## src/hdl/ubrg_pkg.sv

```systemverilog
/*
 * ubrg_pkg: constants and enumerations for the serial baud rate generator.
 * Assumes a single system clock domain; all configuration arrives as plain ports.
 */
package ubrg_pkg;

	// clock source choices
	typedef enum logic [1:0] {
		UBRG_SRC_SYS    = 2'b00,
		UBRG_SRC_SYSDIV = 2'b01,
		UBRG_SRC_RSVD   = 2'b10,
		UBRG_SRC_EXT    = 2'b11
	} ubrg_src_e;

	// operating modes, only the plain serial mode uses the fraction
	typedef enum logic [3:0] {
		UBRG_MODE_NORMAL = 4'h0,
		UBRG_MODE_RS485  = 4'h1,
		UBRG_MODE_HSHAKE = 4'h2,
		UBRG_MODE_CARD0  = 4'h4,
		UBRG_MODE_CARD1  = 4'h6,
		UBRG_MODE_INFRA  = 4'h8,
		UBRG_MODE_SPIM   = 4'he,
		UBRG_MODE_SPIS   = 4'hf
	} ubrg_mode_e;

	localparam int         UBRG_DIV_W      = 16;
	localparam int         UBRG_FP_W       = 3;
	localparam logic [2:0] UBRG_PREDIV_MAX = 3'h7;       // fixed pre-divider of eight
	localparam logic [3:0] UBRG_OVS16_MAX  = 4'hf;       // sixteen samples per bit
	localparam logic [3:0] UBRG_OVS8_MAX   = 4'h7;       // eight samples per bit
	localparam logic [15:0] UBRG_DIV_RST   = 16'h0000;   // divisor after reset: stopped
	localparam logic [2:0]  UBRG_FP_RST    = 3'h0;
	localparam real        UBRG_CLK_NS     = 8.0;        // system clock period
	// least external high/low phase: more than one system period, so two cycles
	localparam int         UBRG_EXT_MIN_CYC = int'(UBRG_CLK_NS / UBRG_CLK_NS) + 1;

endpackage

```

## src/hdl/ubrg_sync.sv

```systemverilog
/*
 * ubrg_sync: two-flop synchroniser with rising and falling edge detect.
 * Assumes the input is asynchronous to clk and slower than a third of it.
 */
`timescale 1ns/100ps
`default_nettype none
module ubrg_sync (
	input  wire logic clk,        // system clock
	input  wire logic rstn,       // synchronous reset, active low
	input  wire logic din,        // asynchronous level
	output logic      level,      // synchronised level
	output logic      rise,       // one-cycle pulse on rising edge
	output logic      fall        // one-cycle pulse on falling edge
);
	import ubrg_pkg::*;

	typedef struct packed {
		logic s1;
		logic s2;
		logic s3;
	} ubrg_sync_s;

	ubrg_sync_s st;
	ubrg_sync_s next_st;

	// edge detect reads only the second and third stages
	always_comb begin
		next_st    = st;
		next_st.s1 = din;
		next_st.s2 = st.s1;
		next_st.s3 = st.s2;
	end

	always_ff @(posedge clk) begin
		if (!rstn) begin
			st <= '0;
		end else begin
			st <= next_st;
		end
	end

	assign level = st.s2;
	assign rise  = st.s2 & ~st.s3;
	assign fall  = ~st.s2 & st.s3;
endmodule
`default_nettype wire

```

## src/hdl/ubrg_top.sv

```systemverilog
/*
 * ubrg_top: baud rate generator of a serial transceiver.
 * Assumes one system clock; configuration fields are plain ports held by
 * a register block elsewhere; the external serial clock arrives unsynchronised.
 */
// Operation
// - one bit clock shared by receiver, transmitter
// - source: system, system over eight, external
// - sixteen-bit integer divisor sets division ratio
// - divisor zero: no clock produced, except sync external where the pin drives it
// - divisor one: divider bypassed, source passes, except a fraction-stretched period of two ticks
// - async: sample clock divided by 16/8
// - ratio bit set: eight samples, else sixteen
// - nonzero fraction enables fractional division
// - fraction adds eighth steps to divisor
// - fraction only in plain serial mode
// - five to nine data bits, either order
// - stop bits: 1/1.5/2 async, 1/2 sync
// - parity even, odd, one, zero, none
// - SPI clock at most system over six; not limited here, sync divisor one ticks on every source tick
// - remote loopback, local loopback, automatic echo
// - sync external: pin is bit clock directly
// - system source: even duty for even divisor and divisor one; other odd divisors stay high one tick longer
`timescale 1ns/100ps
`default_nettype none
module ubrg_top (
	input  wire logic        clk,                  // system clock, 125 MHz
	input  wire logic        rstn,                 // synchronous reset, active low
	input  wire logic [1:0]  source_clock_select,  // divider input select
	input  wire logic [15:0] integer_divisor,      // integer division ratio
	input  wire logic [2:0]  fractional_eighths,   // fraction in eighths
	input  wire logic        over8,                // 1: 8x sampling, 0: 16x
	input  wire logic        sync_mode,            // 1: synchronous or SPI framing
	input  wire logic [3:0]  op_mode,              // operating mode
	input  wire logic        div_write,            // pulse: divisor fields written
	input  wire logic        sck_in,               // serial clock pin input
	output logic             sck_out,              // serial clock pin output level
	output logic             sample_tick,          // receiver sampling enable pulse
	output logic             rx_bit_tick,          // receiver bit clock pulse
	output logic             tx_bit_tick,          // transmitter bit clock pulse
	output logic             clk_running           // generator is producing ticks
);
	import ubrg_pkg::*;

	typedef struct packed {
		logic [2:0]  pre_cnt;    // fixed pre-divider
		logic [15:0] div_cnt;    // integer divider
		logic [2:0]  frac_acc;   // fractional accumulator
		logic        frac_ext;   // current period stretched by one source tick
		logic [3:0]  ovs_cnt;    // oversampling counter
		logic        sck_lvl;    // serial clock output level
		logic        samp;       // registered sample pulse
		logic        bit_tk;     // registered bit pulse
		logic        run;
	} ubrg_s;

	ubrg_s st;
	ubrg_s next_st;

	logic ext_lvl;
	logic ext_rise;
	logic ext_fall;
	logic src_tick;
	logic frac_on;
	logic div_out;

	// pin passes two flops before anything reads it
	ubrg_sync u_sck_sync (
		.clk   (clk),
		.rstn  (rstn),
		.din   (sck_in),
		.level (ext_lvl),
		.rise  (ext_rise),
		.fall  (ext_fall)
	);

	// period of the divider in source ticks, one more when fraction stretches it
	function automatic logic [16:0] ubrg_period(input logic [15:0] cd, input logic ext);
		ubrg_period = {1'b0, cd} + {16'h0000, ext};
	endfunction

	// source tick selection; the external clock counts its rising edges
	always_comb begin
		case (ubrg_src_e'(source_clock_select))
			UBRG_SRC_SYS:    src_tick = 1'b1;
			UBRG_SRC_SYSDIV: src_tick = (st.pre_cnt == UBRG_PREDIV_MAX);
			UBRG_SRC_EXT:    src_tick = ext_rise;
			default:         src_tick = 1'b1;
		endcase
	end

	// fraction only in normal async mode with a nonzero field
	assign frac_on = (fractional_eighths != UBRG_FP_RST) && !sync_mode
		&& (ubrg_mode_e'(op_mode) == UBRG_MODE_NORMAL);

	// divider output pulse: bypass at one, nothing at zero
	always_comb begin
		if (integer_divisor == UBRG_DIV_RST) begin
			div_out = 1'b0;
		end else if (integer_divisor == 16'h0001 && !st.frac_ext) begin
			div_out = src_tick;
		end else begin
			div_out = src_tick && ({1'b0, st.div_cnt} + 17'h0_0001
				>= ubrg_period(integer_divisor, st.frac_ext));
		end
	end

	always_comb begin
		next_st        = st;
		next_st.samp   = 1'b0;
		next_st.bit_tk = 1'b0;
		next_st.run    = (integer_divisor != UBRG_DIV_RST);
		next_st.pre_cnt = st.pre_cnt + 3'h1;
		if (src_tick && !div_out) begin
			next_st.div_cnt = st.div_cnt + 16'h0001;
		end
		if (sync_mode && ubrg_src_e'(source_clock_select) == UBRG_SRC_EXT) begin
			// pin drives the bit clock with no division, divisor ignored; spi rate is the pin's limit
			next_st.bit_tk  = ext_fall;
			next_st.samp    = ext_rise;
			next_st.sck_lvl = ext_lvl;
			next_st.run     = 1'b1;
		end else if (div_out) begin
			next_st.div_cnt = 16'h0000;
			// eighth steps: stretch the next period when the accumulator wraps
			if (frac_on) begin
				{next_st.frac_ext, next_st.frac_acc} =
					{1'b0, st.frac_acc} + {1'b0, fractional_eighths};
			end else begin
				next_st.frac_ext = 1'b0;
				next_st.frac_acc = 3'h0;
			end
			if (sync_mode) begin
				// sync: divided clock is the bit clock itself
				next_st.bit_tk = 1'b1;
				next_st.samp   = 1'b1;
			end else begin
				next_st.samp = 1'b1;
				if (st.ovs_cnt >= (over8 ? UBRG_OVS8_MAX : UBRG_OVS16_MAX)) begin
					next_st.ovs_cnt = 4'h0;
					next_st.bit_tk  = 1'b1;
				end else begin
					next_st.ovs_cnt = st.ovs_cnt + 4'h1;
				end
			end
		end
		// serial clock output: low from the divider pulse, high from count half the divisor
		// minus one; odd divisors above one stay high one source tick longer than low
		if (!(sync_mode && ubrg_src_e'(source_clock_select) == UBRG_SRC_EXT)) begin
			// bypass is checked before the divider output, which at one fires on every tick outside a fraction-stretched period
			if (integer_divisor == UBRG_DIV_RST) begin
				next_st.sck_lvl = 1'b0;
			end else if (integer_divisor == 16'h0001) begin
				next_st.sck_lvl = src_tick ? ~st.sck_lvl : st.sck_lvl;
			end else if (div_out) begin
				next_st.sck_lvl = 1'b0;
			end else if (src_tick && st.div_cnt == (integer_divisor >> 1) - 16'h0001) begin
				next_st.sck_lvl = 1'b1;
			end
		end
		// restart counters so a new setting gives no stale short period
		if (div_write) begin
			next_st.div_cnt  = 16'h0000;
			next_st.frac_acc = 3'h0;
			next_st.frac_ext = 1'b0;
			next_st.ovs_cnt  = 4'h0;
			next_st.pre_cnt  = 3'h0;
			next_st.samp     = 1'b0;
			next_st.bit_tk   = 1'b0;
		end
	end

	always_ff @(posedge clk) begin
		if (!rstn) begin
			st <= '0;
		end else begin
			st <= next_st;
		end
	end

	// one bit clock fans out to both halves; framing formats ride on it downstream
	assign sample_tick = st.samp;
	// character length, stop bits, parity and test modes all clock off this tick
	assign rx_bit_tick = st.bit_tk;
	assign tx_bit_tick = st.bit_tk;
	assign sck_out     = st.sck_lvl;
	assign clk_running = st.run;
endmodule
`default_nettype wire

```

## config.mk

```make
export PLATFORM = sky130hd
export DESIGN_NAME = ubrg_top
export DESIGN_NICKNAME = d
export VERILOG_FILES = /design/src/hdl/ubrg_pkg.sv /design/src/hdl/ubrg_sync.sv /design/src/hdl/ubrg_top.sv
export SDC_FILE = /design/constraint.sdc
export NUM_CORES = 1
export LEC_CHECK = 0
export BUFFER_PORTS_ARGS = -buffer_cell sky130_fd_sc_hd__buf_2
export CORE_MARGIN = 1.5
export CORE_UTILIZATION = 53
export DETAILED_ROUTE_END_ITERATION = 7
export GPL_TIMING_DRIVEN = 0
export MAX_ROUTING_LAYER = met4
export PLACE_DENSITY_LB_ADDON = 0.3
export SYNTH_ARGS = -nofsm -noshare
export SYNTH_HDL_FRONTEND = slang
export SYNTH_SLANG_ARGS = --single-unit
```

## constraint.sdc

```tcl
create_clock -name clk -period 3.5 [get_ports clk]
set_input_delay 0.35 -clock clk [delete_from_list [all_inputs] [get_ports clk]]
set_output_delay 0.35 -clock clk [all_outputs]
set_load 0.005 [all_outputs]
```

## Word-level counts from Yosys, hierarchy flattened

Index checks and enable logic that the tools add are counted.

- Bits of input ports: 31
- Word-level logic and storage cells: 74
- Bits in registers: 34

- Muxes and demuxes: 22
- Reductions and logical operators: 17
- Add/subtract/negate cells: 7
- Equality and inequality tests: 6
- Bitwise operators: 8
- Magnitude comparators: 2

Operators with widths:

| cell | count |
|---|---|
| 24-bit 2-to-1 mux | 2 |
| 16-bit by 1-bit adder with 17-bit output | 1 |
| 16-bit by 1-bit adder with 17-bit output (second input constant) | 1 |
| 17-bit >= comparator | 1 |
| 16-bit by 1-bit adder with 16-bit output (second input constant) | 1 |
| 16-bit by 1-bit == test with 1-bit output (second input constant) | 1 |
| 16-bit == test | 1 |
| 16-bit logical NOT | 1 |
| 16-bit 2-to-1 mux | 1 |
| 4-bit 2-to-1 mux | 4 |
| 16-bit nonzero test | 1 |
| 15-bit by 1-bit subtractor with 16-bit output (second input constant) | 1 |
| 1-bit 2-to-1 mux | 12 |
| 1-bit logical AND | 7 |
| 1-bit NOT | 6 |
| 3-bit by 3-bit adder with 4-bit output | 1 |
| 4-bit by 1-bit adder with 4-bit output (second input constant) | 1 |
| 4-bit >= comparator | 1 |
| 4-bit logical NOT | 1 |
| 2-bit 2-to-1 mux | 2 |
| 4-bit by 2-bit != test with 1-bit output (second input constant) | 1 |
| 3-bit by 1-bit adder with 3-bit output (second input constant) | 1 |
| 3-bit == test (second input constant) | 1 |
| 1-bit logical NOT | 3 |
| 8 further kinds | 9 |

## Logic depth before layout (Yosys ltp)

Gate-level depths: netlist of the first run.

- Depth in word-level cells: 11
- Gate-level depth with buffers: 18
- Depth with buffers taken out: 16

## By module

From an unflattened synthesis of the first run, not the netlist that was laid out.

- Cell total of the unflattened synthesis: 405
- Area, all modules: 3370.7 sq um

By module, submodules not included:

| module | seq. area each (sq um) | area an instance (sq um) | instances | cells an instance |
|---|---|---|---|---|
| ubrg_top | 620.6 | 3279.4 | 1 | 397 |
| ubrg_sync | 60.1 | 91.3 | 1 | 8 |

## Worst setup path before layout of the first run

OpenSTA, ideal clock, no wires.

- Kind: register to register
- Start: register st[14] (netlist bit)
- End: register st[21] (netlist bit)
- Setup time: 70 ps
- Data required time: 3430 ps
- Slack: -59 ps
- Period minus slack after synthesis: 3559 ps
- Arrival: 3489 ps
- Stages on the path, launching flop included: 16
- Path through: dfxtp_1 > clkbuf_1 > inv_1 > nor3_1 > nand3_1 > or3_1 > xnor2_1 > ha_1 > nand4_1 > a31oi_1 > a2111oi_0 > o21a_1 > a31oi_1 > buf_2 > or4_1 > a21oi_1

- Word-level cells in the longest chain between the ends: 10
- Elaborated cells on any way between the ends: 11

Ends and longest elaborated chain:

| element | line | source |
|---|---|---|
| start, declared | ubrg_top.sv:57 | `ubrg_s st;` |
| start signal, assigned | ubrg_top.sv:177 | `st <= next_st;` |
| 16-bit by 1-bit adder with 17-bit output | ubrg_top.sv:103 | `div_out = src_tick && ({1'b0, st.div_cnt} + 17'h0_0001` |
| 17-bit >= comparator | ubrg_top.sv:104 | `>= ubrg_period(integer_divisor, st.frac_ext));` |
| 1-bit logical AND | ubrg_top.sv:103 |  |
| 1-bit 2-to-1 mux | ubrg_top.sv:100 | `end else if (integer_divisor == 16'h0001 && !st.frac_ext) begin` |
| 1-bit 2-to-1 mux | ubrg_top.sv:98 | `if (integer_divisor == UBRG_DIV_RST) begin` |
| 1-bit logical NOT | ubrg_top.sv:114 | `if (src_tick && !div_out) begin` |
| 1-bit logical AND | ubrg_top.sv:114 |  |
| 16-bit 2-to-1 mux | ubrg_top.sv:114 |  |
| 24-bit 2-to-1 mux | ubrg_top.sv:123 | `end else if (div_out) begin` |
| 24-bit 2-to-1 mux * | ubrg_top.sv:117 | `if (sync_mode && ubrg_src_e'(source_clock_select) == UBRG_SRC_EXT) begin` |

Every way passes the cells marked *; elsewhere a longest branch is shown, timed or not.
A chain may end at the register's enable or synchronous reset.

## Worst setup path after layout of the first run

- Start: register st[8] (netlist bit)
- End: register st[21] (netlist bit)

- Word-level cells in the longest chain between the ends: 10
- Elaborated cells on any way between the ends: 12

Ends and longest elaborated chain:

| element | line | source |
|---|---|---|
| 16-bit by 1-bit adder with 17-bit output | ubrg_top.sv:79 | `ubrg_period = {1'b0, cd} + {16'h0000, ext};` |
| 17-bit >= comparator | ubrg_top.sv:104 |  |
| 1-bit logical AND | ubrg_top.sv:103 |  |
| 1-bit 2-to-1 mux * | ubrg_top.sv:100 |  |
| 1-bit 2-to-1 mux * | ubrg_top.sv:98 |  |
| 1-bit logical NOT | ubrg_top.sv:114 |  |
| 1-bit logical AND | ubrg_top.sv:114 |  |
| 16-bit 2-to-1 mux | ubrg_top.sv:114 |  |
| 24-bit 2-to-1 mux | ubrg_top.sv:123 |  |
| 24-bit 2-to-1 mux * | ubrg_top.sv:117 |  |

Marks and branches as above.

==> flow_summary_export.csv, run 1 <==
group,metric,value,unit
cells_and_area,num_antenna_cells,0,
timing,layout_worst_path_cycle_share,0.996,
timing,setup_violations,0,
synthesis,synth-main-ff-cell,"dfxtp_1",
job,maxCapViolCount,0,
synthesis,syn_inst,377,
hold_path,min_from,"sck_in",
clock_network,clock-sinks,34,
global_route,grt_max_degree,12,
route,vias_per_cell,5.98,
critical_path,critPathRequiredTime,3.72,ns
synthesis,synth-compound-area-share,0.167,
global_route,grt_overflow,0,
critical_path,worstPathArrival,3.71,ns
power,vdd_ir_drop_max,165,uV
die,ioPinCount,36,
placement,pre_cts_ws,-0.821,ns
synthesis,synth-seq-area-share,0.226,
clock_network,cts_max_level,2,
clock_network,insertion_delay,0.29,ns
placement,finalWeightedCongestion,0.892,
hold_path,hp-class,"in2reg",
route,drtIter0Drc,151,
placement,hpwl,5.47,mm
critical_path,crit_path_top_delay_cell,"or4_1",
clock_network,cts_root_buf,"clkbuf_8",
power,power_frac_seq,0.462,
cells_and_area,mostFrequentLayoutCells,"buf_2, xnor2_1, nand2_1",
timing,fin_ws,0.0126,ns
route,wirelength,7.60,mm
synthesis,synth_top_family_by_area,"simple AND/OR/NAND/NOR gates",
route,first_pass_iters,5,
global_route,grt_pass1_wl,12.2,mm
route,ant_nets,0,
synthesis,yosys_warnings,0,
die,dieWidth,78.3,microns
critical_path,max_stage_delay,0.40,ns
route,wl_per_cell,15.2,microns
global_route,antenna_found_initial,0,
critical_path,cp_top_family,"simple AND/OR/NAND/NOR gates",
global_route,grt_pass1_vias,2728,
critical_path,path_depth,15,
placement,io_buffers,28,
critical_path,reg2reg_depth,15,
hold_path,hold_path_end,"u_sck_sync.next_st[1]$_SDFF_PN0_",
power,power_leakage,1.41,nW
timing,fin_crit,3.49,ns
cells_and_area,final_common_cell,"buf_2",
route,dr_total_vias,2995,
synthesis,synth-simple-area-share,0.267,
critical_path,crit_path_cell_trace,"ha_4, nand4_1, nor2_2, and3_2, nand3_1, xor2_1, ha_1, nand4_1, a31oi_4, a2111oi_4, o21a_1, a31oi_4, buf_6, or4_1, a21oi_1",
critical_path,r2r_end,"st[21]$_SDFF_PP0_",
critical_path,timing.rr.start,"st[8]$_SDFFE_PP0P_",
power,clockPowerShare,0.372,
cells_and_area,stdcell_area,0.00367,sq mm
die,rows,27,
synthesis,async_flop_share,0,
timing,setup_tns,0,ns
synthesis,synth_top_cell_by_area,"dfxtp_1",
timing,hold_viol,0,
run_status,status,"finished, final reports clean",
critical_path,worst-r2r-setup-slack,0.01,ns
die,start_util,0.546,
clock_network,cts_tree,"built",
critical_path,end_kind,"register",
die,die_height,78.3,microns
power,p_comb_frac,0.166,
synthesis,syn_area_per_cell,7.98,sq um
cells_and_area,finish.utilization,0.666,
synthesis,synth_fp_nets,438,
synthesis,synth_mux_area_frac,0.0166,
cells_and_area,seq_area,703,sq um
clock_network,cts-hold-fix-buffers,0,
power,p_sw_frac,0.287,
timing,fmax,287,MHz
cells_and_area,multi_input_area,0.00234,sq mm
timing,drv_slew,0,
power,p_switching,0.000244,W
cells_and_area,drive_gt1_frac,0.252,
synthesis,synthAdderAreaFrac,0.127,
synthesis,synthTopCellsByArea,"dfxtp_1, ha_1, xnor2_1",
placement,placed_area,0.00324,sq mm
timing,worst_slew_pin_slew,0.766,ns
timing,relSlewSlack,0.486,
route,drc,0,
synthesis,syn_area,0.00301,sq mm
power,internal-power,0.000605,W
cells_and_area,layout.nets,489,
synthesis,synth_cell_types,55,
critical_path,path_max_fanout,5,
cells_and_area,n_fill_cell,463,
critical_path,crit_buf_inv,1,
global_route,grt_usage,0.255,
power,p_per_area,232,mW/mm^2
cells_and_area,areaGrowthSynthToFinish,22.0,%
synthesis,synth_enable_flop_cells,0,
clock_network,numCtsBuffers,5,
hold_path,hold_depth,2,
timing,clock_skew,0.00667,ns
synthesis,ys_ff_latch,34,
synthesis,synth-xor-area-share,0.146,
clock_network,clk_pin_slew_worst_paths,0.07,ns
die,core_area,0.00551,sq mm
critical_path,critical_path_class,"reg2reg",
die,fp.dieArea,0.00613,sq mm
clock_network,clock_path_buffers,2,
timing,rsz0062_at_grt,"true",
synthesis,synth_top_area_share,0.226,
critical_path,critPathLaunchType,"register",
==> cells by family (layout without fill, tap and decap cells) <==
logic type               count (synthesis)  in the layout
AND/OR/NAND/NOR                        145            145
XOR/XNOR                                50             50
flip-flops                              34             34
multiplexers                             5              5
AO/OA/AOI/OAI                           80             80
adder cells (fa/ha/maj)                 30             30
buffers and inverters                   33             85
==> cell type report <==
type	instances	share of cell area
multi-input cells	310	0.637
flip-flops and latches	34	0.192
repair buffers	46	0.0764
plain buffers	16	0.0290
well taps	72	0.0246
clock buffers	6	0.0225
inverters	15	0.0154
clock inverters	2	0.00341
==> power by group through the flow <==
stage / sequential (W) / combinational, W / clock, W
2_1_floorplan: 0.000402 / 0.0000820 / 0
3_3_place_gp: 0.000403 / 0.000122 / 0
3_5_place_dp: 0.000403 / 0.000126 / 0
4_1_cts: 0.000393 / 0.000133 / 0.000316
5_1_grt: 0.000393 / 0.000156 / 0.000333
6_report: 0.000393 / 0.000141 / 0.000316
==> registers in the layout, summed over array words and instances, names as in the netlist <==
signal,flops
sck_out,1
u_sck_sync.st,1
st,27
clk_running,1
u_sck_sync.next_st,1
rx_bit_tick,1
u_sck_sync.level,1
sample_tick,1
==> cells in the mapped netlist, types with 2 or more instances <==
master and instances:
dfxtp_1 34, nand2_1 30, ha_1 29, xnor2_1 28
a21oi_1 23, o21ai_0 23, xor2_1 22, nor2_1 21
nand3_1 16, inv_1 15, or3_1 14, and2_1 9
clkbuf_1 9, nor3_1 9, and3_1 8, nand4_1 7
buf_2 6, nor4_1 6, o21ai_1 6, or4_1 6
mux2i_1 5, a31oi_1 4, a311oi_1 3, nor2b_1 3
o21a_1 3, a21boi_0 2, a32o_1 2, and4_1 2
buf_6 2, nand2b_1 2, nor4b_1 2, o31ai_1 2
or2_2 2
==> routing by layer <==
metal | share of wire | GRT usage | up-vias
met5 | 0 | - | -
met4 | 0.016 | 0.0839 | 0
met3 | 0.049 | 0.0349 | 9
met2 | 0.49 | 0.418 | 93
met1 | 0.45 | 0.325 | 1431
li1 | - | - | 1462
==> worst max-delay path by stage <==
| stage | startpoint | slack [ns] | end |
|---|---|---|---|
| floorplan | st[14]$_SDFF_PP0_ | 0.05 | st[21]$_SDFF_PP0_ |
| global placement | integer_divisor[0] | -0.80 | st[21]$_SDFF_PP0_ |
| detailed placement | integer_divisor[0] | -0.82 | st[21]$_SDFF_PP0_ |
| CTS | st[8]$_SDFFE_PP0P_ | -0.006 | st[21]$_SDFF_PP0_ |
| global route | st[14]$_SDFF_PP0_ | -0.14 | st[21]$_SDFF_PP0_ |
| finish | st[8]$_SDFFE_PP0P_ | 0.01 | st[21]$_SDFF_PP0_ |
==> timing repair <==
item | CTS | global route
setup endpoints to repair | 27 | 27
buffers inserted | 9 | 7
resized for setup | 40 | 21
gates cloned | 1 | 1
pin swaps | 10 | 15
==> metrics by stage <==
| step | instances | power, W | hold slack, ns |
|---|---|---|---|
| global route | 501 | 0.000881 | 0.277 |
| CTS | 493 | 0.000843 | 0.265 |
| global placement | 477 | 0.000526 | 0.408 |
| detailed placement | 477 | 0.000529 | 0.421 |
| floorplan | 377 | 0.000484 | 0.399 |
| finish | 501 | 0.000849 | 0.263 |
Power figures use the tool's default switching activity.
==> run 2, diff against run 1 <==
--- a/config.mk
+++ b/config.mk
@@ -5,6 +5,7 @@
 export SDC_FILE = /design/constraint.sdc
 export NUM_CORES = 1
 export LEC_CHECK = 0
+export ABC_AREA = 0
 export BUFFER_PORTS_ARGS = -buffer_cell sky130_fd_sc_hd__buf_2
 export CORE_MARGIN = 1.5
 export CORE_UTILIZATION = 53
@@ -12,6 +13,7 @@
 export GPL_TIMING_DRIVEN = 0
 export MAX_ROUTING_LAYER = met4
 export PLACE_DENSITY_LB_ADDON = 0.3
+export RECOVER_POWER = 25
 export SYNTH_ARGS = -nofsm -noshare
 export SYNTH_HDL_FRONTEND = slang
 export SYNTH_SLANG_ARGS = --single-unit
==> run 2 against run 1 <==
Against the previous run:
- setup slack got worse by 0.0028 ns
- largest cell class unchanged
- critical endpoint unchanged
- clock skew about the same
- sequential share of layout area about the same
- register-to-register slack about the same
- sequential power about the same
- clock power decreased by 1%
==> flow_summary_export.csv, run 2 (same netlist as run 1, synthesis figures left out) <==
group,metric,value,unit
global_route,grt_overflow,0,
placement,io_buffers,28,
clock_network,insertion_delay,0.29,ns
global_route,grt_pass1_vias,2728,
clock_network,clock_path_buffers,2,
timing,fmax,287,MHz
route,wirelength,7.60,mm
power,power_leakage,1.40,nW
route,wl_per_cell,15.2,microns
cells_and_area,stdcell_area,0.00366,sq mm
timing,rsz0062_at_grt,"true",
die,core_area,0.00551,sq mm
timing,setup_violations,0,
critical_path,critPathRequiredTime,3.72,ns
placement,pre_cts_ws,-0.821,ns
critical_path,crit_path_top_delay_cell,"or4_1",
critical_path,crit_path_cell_trace,"ha_4, nand4_1, nor2_2, and3_2, nand3_1, xor2_1, ha_1, nand4_1, a31oi_4, a2111oi_4, o21a_1, a31oi_4, buf_6, or4_1, a21oi_1",
cells_and_area,layout.nets,489,
route,drtIter0Drc,151,
global_route,grt_max_degree,12,
cells_and_area,largest_reg_flops,27,
clock_network,cts-hold-fix-buffers,0,
cells_and_area,n_fill_cell,464,
cells_and_area,num_antenna_cells,0,
die,die_height,78.3,microns
placement,hpwl,5.47,mm
hold_path,hp-class,"in2reg",
timing,fin_crit,3.49,ns
global_route,grt_pass1_wl,12.2,mm
critical_path,worstPathArrival,3.71,ns
clock_network,cts_tree,"built",
hold_path,hold_depth,2,
timing,fin_ws,0.00971,ns
power,vdd_ir_drop_max,165,uV
global_route,use_met2,0.418,
critical_path,timing.rr.start,"st[8]$_SDFFE_PP0P_",
cells_and_area,final_common_cell,"buf_2",
cells_and_area,largest_register,"st",
critical_path,cp_top_family,"simple AND/OR/NAND/NOR gates",
cells_and_area,areaGrowthSynthToFinish,21.9,%
timing,relSlewSlack,0.486,
die,start_util,0.546,
cells_and_area,mostFrequentLayoutCells,"buf_2, xnor2_1, nand2_1",
clock_network,clk_pin_slew_worst_paths,0.07,ns
clock_network,numCtsBuffers,5,
timing,drv_slew,0,
hold_path,min_from,"sck_in",
critical_path,end_kind,"register",
route,first_pass_iters,5,
timing,clock_skew,0.00679,ns
critical_path,path_max_fanout,5,
critical_path,max_stage_delay,0.40,ns
global_route,grt_usage,0.255,
cells_and_area,drive_gt1_frac,0.247,
critical_path,cp-startpoint,"st[8]$_SDFFE_PP0P_",
critical_path,crit_buf_inv,1,
route,vias_per_cell,5.99,
clock_network,clock-sinks,34,
die,dieWidth,78.3,microns
placement,finalWeightedCongestion,0.892,
clock_network,cts_max_level,2,
critical_path,reg2reg_depth,15,
global_route,use_met1,0.325,
route,dr_total_vias,3001,
die,ioPinCount,36,
global_route,grt_use_met3,0.0349,
cells_and_area,finish.utilization,0.666,
clock_network,cts_root_buf,"clkbuf_8",
critical_path,critical_path_class,"reg2reg",
placement,placed_area,0.00324,sq mm
critical_path,worst-r2r-setup-slack,0.01,ns
job,maxCapViolCount,0,
global_route,antenna_found_initial,0,
timing,hold_viol,0,
hold_path,hold_path_end,"u_sck_sync.next_st[1]$_SDFF_PN0_",
timing,worst_slew_pin_slew,0.766,ns
die,rows,27,
global_route,grt.busiest_layer,"met2",
power,p_per_area,231,mW/mm^2
timing,layout_worst_path_cycle_share,0.997,
critical_path,r2r_end,"st[21]$_SDFF_PP0_",
die,fp.dieArea,0.00613,sq mm
critical_path,critPathLaunchType,"register",
run_status,status,"finished, final reports clean",
route,ant_nets,0,
route,drc,0,
## run 2: worst reg2reg max path, stage by stage (launching register included)
cell	delay (ns)
dfxtp_4	0.36
ha_4	0.15
nand4_1	0.20
nor2_2	0.21
and3_2	0.26
nand3_1	0.10
xor2_1	0.17
ha_1	0.31
nand4_1	0.15
a31oi_4	0.12
a2111oi_4	0.33
o21a_1	0.24
a31oi_4	0.13
buf_6	0.17
or4_1	0.40
a21oi_1	0.13
## run 2: worst max path at each step
stage,to,cells after the start
3_3_place_gp,st[21]$_SDFF_PP0_,18
2_1_floorplan,st[21]$_SDFF_PP0_,15
4_1_cts,st[21]$_SDFF_PP0_,17
5_1_grt,st[21]$_SDFF_PP0_,16
6_report,st[21]$_SDFF_PP0_,15
3_5_place_dp,st[21]$_SDFF_PP0_,18
## run 2: report_power, final
group | internal, W | switching [W] | total (W) | leakage (nW)
logic | 0.0000587 | 0.0000819 | 0.000141 | 1.07
clock network | 0.000158 | 0.000154 | 0.000312 | 0.0472
registers | 0.000388 | 0.00000430 | 0.000393 | 0.281
## run 2: layer usage
layer  wire (microns)  share of wire
met5                0              0
met4              170          0.022
met3              378          0.050
met2             3660           0.48
met1             3390           0.45
## run 2: final cells by class
class / count / area, sq um / share of cell area
well taps: 72 / 90.1 / 0.0246
plain buffers: 16 / 106 / 0.0290
flip-flops and latches: 34 / 703 / 0.192
repair buffers: 46 / 278 / 0.0758
inverters: 15 / 56.3 / 0.0154
clock inverters: 2 / 12.5 / 0.00341
clock buffers: 6 / 82.6 / 0.0225
multi-input cells: 310 / 2340 / 0.637
## run 2: per-stage QoR
stage	power, W	hold slack, ns	TNS (ns)	std cells
2_1_floorplan	0.000484	0.399	0	377
3_3_place_gp	0.000526	0.408	-14.62	477
3_5_place_dp	0.000529	0.421	-15.10	477
4_1_cts	0.000843	0.265	-0.00641	493
5_1_grt	0.000881	0.277	-1.59	501
6_report	0.000845	0.269	0	501
## run 2: what timing repair did
item / CTS / global route
buffers inserted: 9 / 7
endpoints found under the setup margin: 27 / 27
gates cloned: 1 / 1
resized for setup: 40 / 21
pin swaps: 10 / 15
==> run 3, diff against run 2 <==
--- a/config.mk
+++ b/config.mk
@@ -5,10 +5,10 @@
 export SDC_FILE = /design/constraint.sdc
 export NUM_CORES = 1
 export LEC_CHECK = 0
-export ABC_AREA = 0
+export ABC_AREA = 1
 export BUFFER_PORTS_ARGS = -buffer_cell sky130_fd_sc_hd__buf_2
 export CORE_MARGIN = 1.5
-export CORE_UTILIZATION = 53
+export CORE_UTILIZATION = 54
 export DETAILED_ROUTE_END_ITERATION = 7
 export GPL_TIMING_DRIVEN = 0
 export MAX_ROUTING_LAYER = met4
==> run 3 against run 2 <==
Against the previous run:
- die area rose by 2.6%
- synthesized cell count rose by 31%
- critical endpoint is now st[26]$_SDFF_PP0_
- flip-flop and latch count did not move
- first-iteration DRC count rose by 19%
- critical path type unchanged
- largest power group is now the clock network
- combinational power rose by 19%
- highest routed layer unchanged
- setup slack improved by 0.084 ns
- total power rose by 21%
- cell count rose by 25%
- non-clock buffer count fell by 1
- critical path depth rose by 5
- global-route usage fell by 0.65 points
- synthesized area rose by 4.7%
==> flow_summary_export.csv, run 3 <==
group,metric,value,unit
global_route,grt_usage,0.249,
timing,clock_skew,0.0126,ns
synthesis,synth.most_common_cell,"nand2_1",
synthesis,synth_cell_types,36,
synthesis,synth_top_cell_by_area,"dfxtp_1",
die,fp.dieArea,0.00629,sq mm
route,wl_per_cell,12.7,microns
critical_path,critical_path_class,"reg2reg",
timing,drv_slew,0,
die,die_height,79.3,microns
placement,placed_area,0.00340,sq mm
die,core_area,0.00557,sq mm
cells_and_area,layout.nets,615,
timing,relSlewSlack,0.528,
die,dieWidth,79.3,microns
timing,rsz0062_at_grt,"true",
timing,setup_tns,0,ns
power,vdd_ir_drop_max,198,uV
clock_network,clock-sinks,34,
cells_and_area,seq_area,694,sq um
route,ant_nets,0,
die,start_util,0.565,
cells_and_area,stdcell_area,0.00398,sq mm
cells_and_area,final_common_cell,"nand2_1",
clock_network,numCtsBuffers,5,
job,maxCapViolCount,0,
cells_and_area,n_fill_cell,458,
timing,worst_slew_pin_slew,0.702,ns
clock_network,cts_root_buf,"clkbuf_8",
cells_and_area,largest_register,"st",
cells_and_area,num_antenna_cells,0,
route,drtIter0Drc,179,
timing,fmax,294,MHz
route,vias_per_cell,5.22,
cells_and_area,drive_gt1_frac,0.216,
placement,io_buffers,33,
global_route,grt_pass1_vias,2816,
critical_path,worstPathArrival,3.59,ns
synthesis,synth_fp_nets,555,
hold_path,hp-class,"in2reg",
cells_and_area,largest_reg_flops,27,
synthesis,syn_area,0.00315,sq mm
die,rows,27,
global_route,antenna_found_initial,0,
global_route,grt_pass1_wl,12.1,mm
clock_network,clk_pin_slew_worst_paths,0.07,ns
placement,hpwl,5.53,mm
synthesis,ys_ff_latch,34,
critical_path,critPathRequiredTime,3.68,ns
critical_path,cp-startpoint,"st[8]$_SDFFE_PP0P_",
route,dr_total_vias,3275,
run_status,status,"finished, final reports clean",
critical_path,timing.rr.start,"st[8]$_SDFFE_PP0P_",
route,drc,0,
critical_path,reg2reg_depth,20,
global_route,grt_max_degree,12,
cells_and_area,mostFrequentLayoutCells,"nand2_1, inv_1, nor2_1",
power,p_total,0.00102,W
critical_path,critPathLaunchType,"register",
synthesis,synth_enable_flop_cells,0,
synthesis,synth-main-ff-cell,"dfxtp_1",
synthesis,ys_top_cells_by_count,"nand2_1, inv_1, nor2_1, dfxtp_1",
die,ioPinCount,36,
global_route,grt_overflow,0,
timing,fin_crit,3.41,ns
timing,layout_worst_path_cycle_share,0.973,
synthesis,synth-seq-area-share,0.216,
power,power_leakage,1.98,nW
hold_path,hold_depth,3,
clock_network,cts_tree,"built",
synthesis,synth_top_area_share,0.216,
route,wirelength,7.99,mm
placement,finalWeightedCongestion,0.885,
clock_network,insertion_delay,0.29,ns
synthesis,syn_area_per_cell,6.37,sq um
power,p_per_area,256,mW/mm^2
synthesis,syn_inst,494,
clock_network,clock_path_buffers,2,
clock_network,cts_max_level,2,
route,first_pass_iters,5,
synthesis,synthTopCellsByArea,"dfxtp_1, nand2_1, ha_1",
cells_and_area,areaGrowthSynthToFinish,26.4,%
timing,hold_viol,0,
synthesis,yosys_warnings,0,
cells_and_area,multi_input_area,0.00235,sq mm
critical_path,end_kind,"register",
critical_path,path_max_fanout,6,
hold_path,min_from,"sck_in",
timing,setup_violations,0,
synthesis,async_flop_share,0,
==> run 3: layer usage <==
metal / vias to the layer above / global-route usage / routed length [microns]
met4: 0 / 0.0860 / 140
met5: - / - / 0
met3: 13 / 0.0264 / 423
li1: 1668 / - / -
met2: 93 / 0.413 / 3910
met1: 1501 / 0.315 / 3510
==> run 3: path summary, 6_finish.rpt <==
path	endpoint	slack, ns
setup / recovery	st[26]$_SDFF_PP0_	0.09
hold / removal	u_sck_sync.next_st[1]$_SDFF_PN0_	0.28
setup reg to reg	st[26]$_SDFF_PP0_	0.09
hold reg to reg	st[28]$_SDFF_PP0_	0.43
==> run 3: final cells by class <==
class	instances	share of cell area
Clock inverter	2	0.0151
Clock buffer	6	0.0208
Multi-Input combinational cell	379	0.591
Inverter	73	0.0708
Tap cell	72	0.0226
Sequential cell	34	0.175
Buffer	8	0.0176
Timing Repair Buffer	53	0.0881
==> run 3: where the power goes <==
| group | leakage [nW] | internal, W | total [W] | switching, W |
|---|---|---|---|---|
| sequential | 0.278 | 0.000389 | 0.000392 | 0.00000333 |
| clock | 0.0714 | 0.000304 | 0.000459 | 0.000155 |
| combinational | 1.63 | 0.0000644 | 0.000168 | 0.000104 |
| total | 1.98 | 0.000757 | 0.00102 | 0.000262 |
==> run 3: cell families (layout without fill, tap and decap cells) <==
logic type,count (synthesis),in the layout,share of synthesized area
compound gates,45,45,0.0752
xor+xnor,37,37,0.103
fa+ha+maj,30,30,0.122
buf+inv,81,142,0.104
flops,34,34,0.216
simple gates,267,267,0.380
==> run 3: critical path, stage by stage (launching register included) <==
cell	delay (ns)
dfxtp_4	0.37
ha_4	0.14
nand2_1	0.10
nor3_2	0.25
nand3_2	0.21
nor4_4	0.22
nand3_1	0.18
nor2_1	0.15
xnor2_1	0.10
ha_1	0.30
nand4_1	0.15
buf_4	0.18
nor3_4	0.13
nand2_1	0.09
nand2_2	0.08
nand3_4	0.12
nor2_4	0.14
inv_2	0.06
nand2_4	0.12
buf_4	0.16
a21oi_1	0.05
==> run 3: through the flow <==
step,instances,utilization,worst slack [ns],hold WS [ns]
after global routing,627,0.714,-0.0565,0.288
final,627,0.714,0.0935,0.280
after detailed placement,599,0.610,-0.592,0.419
after CTS,611,0.655,0.000216,0.280
after floorplan,494,-,0.313,0.390
after global placement,599,0.610,-0.492,0.396
==> run 3: what timing repair did <==
item	in CTS	in global routing
setup endpoints to repair	27	27
buffers inserted	4	14
gates resized for setup	20	39
hold buffers	0	0
pin swaps	4	16
gates cloned	0	2
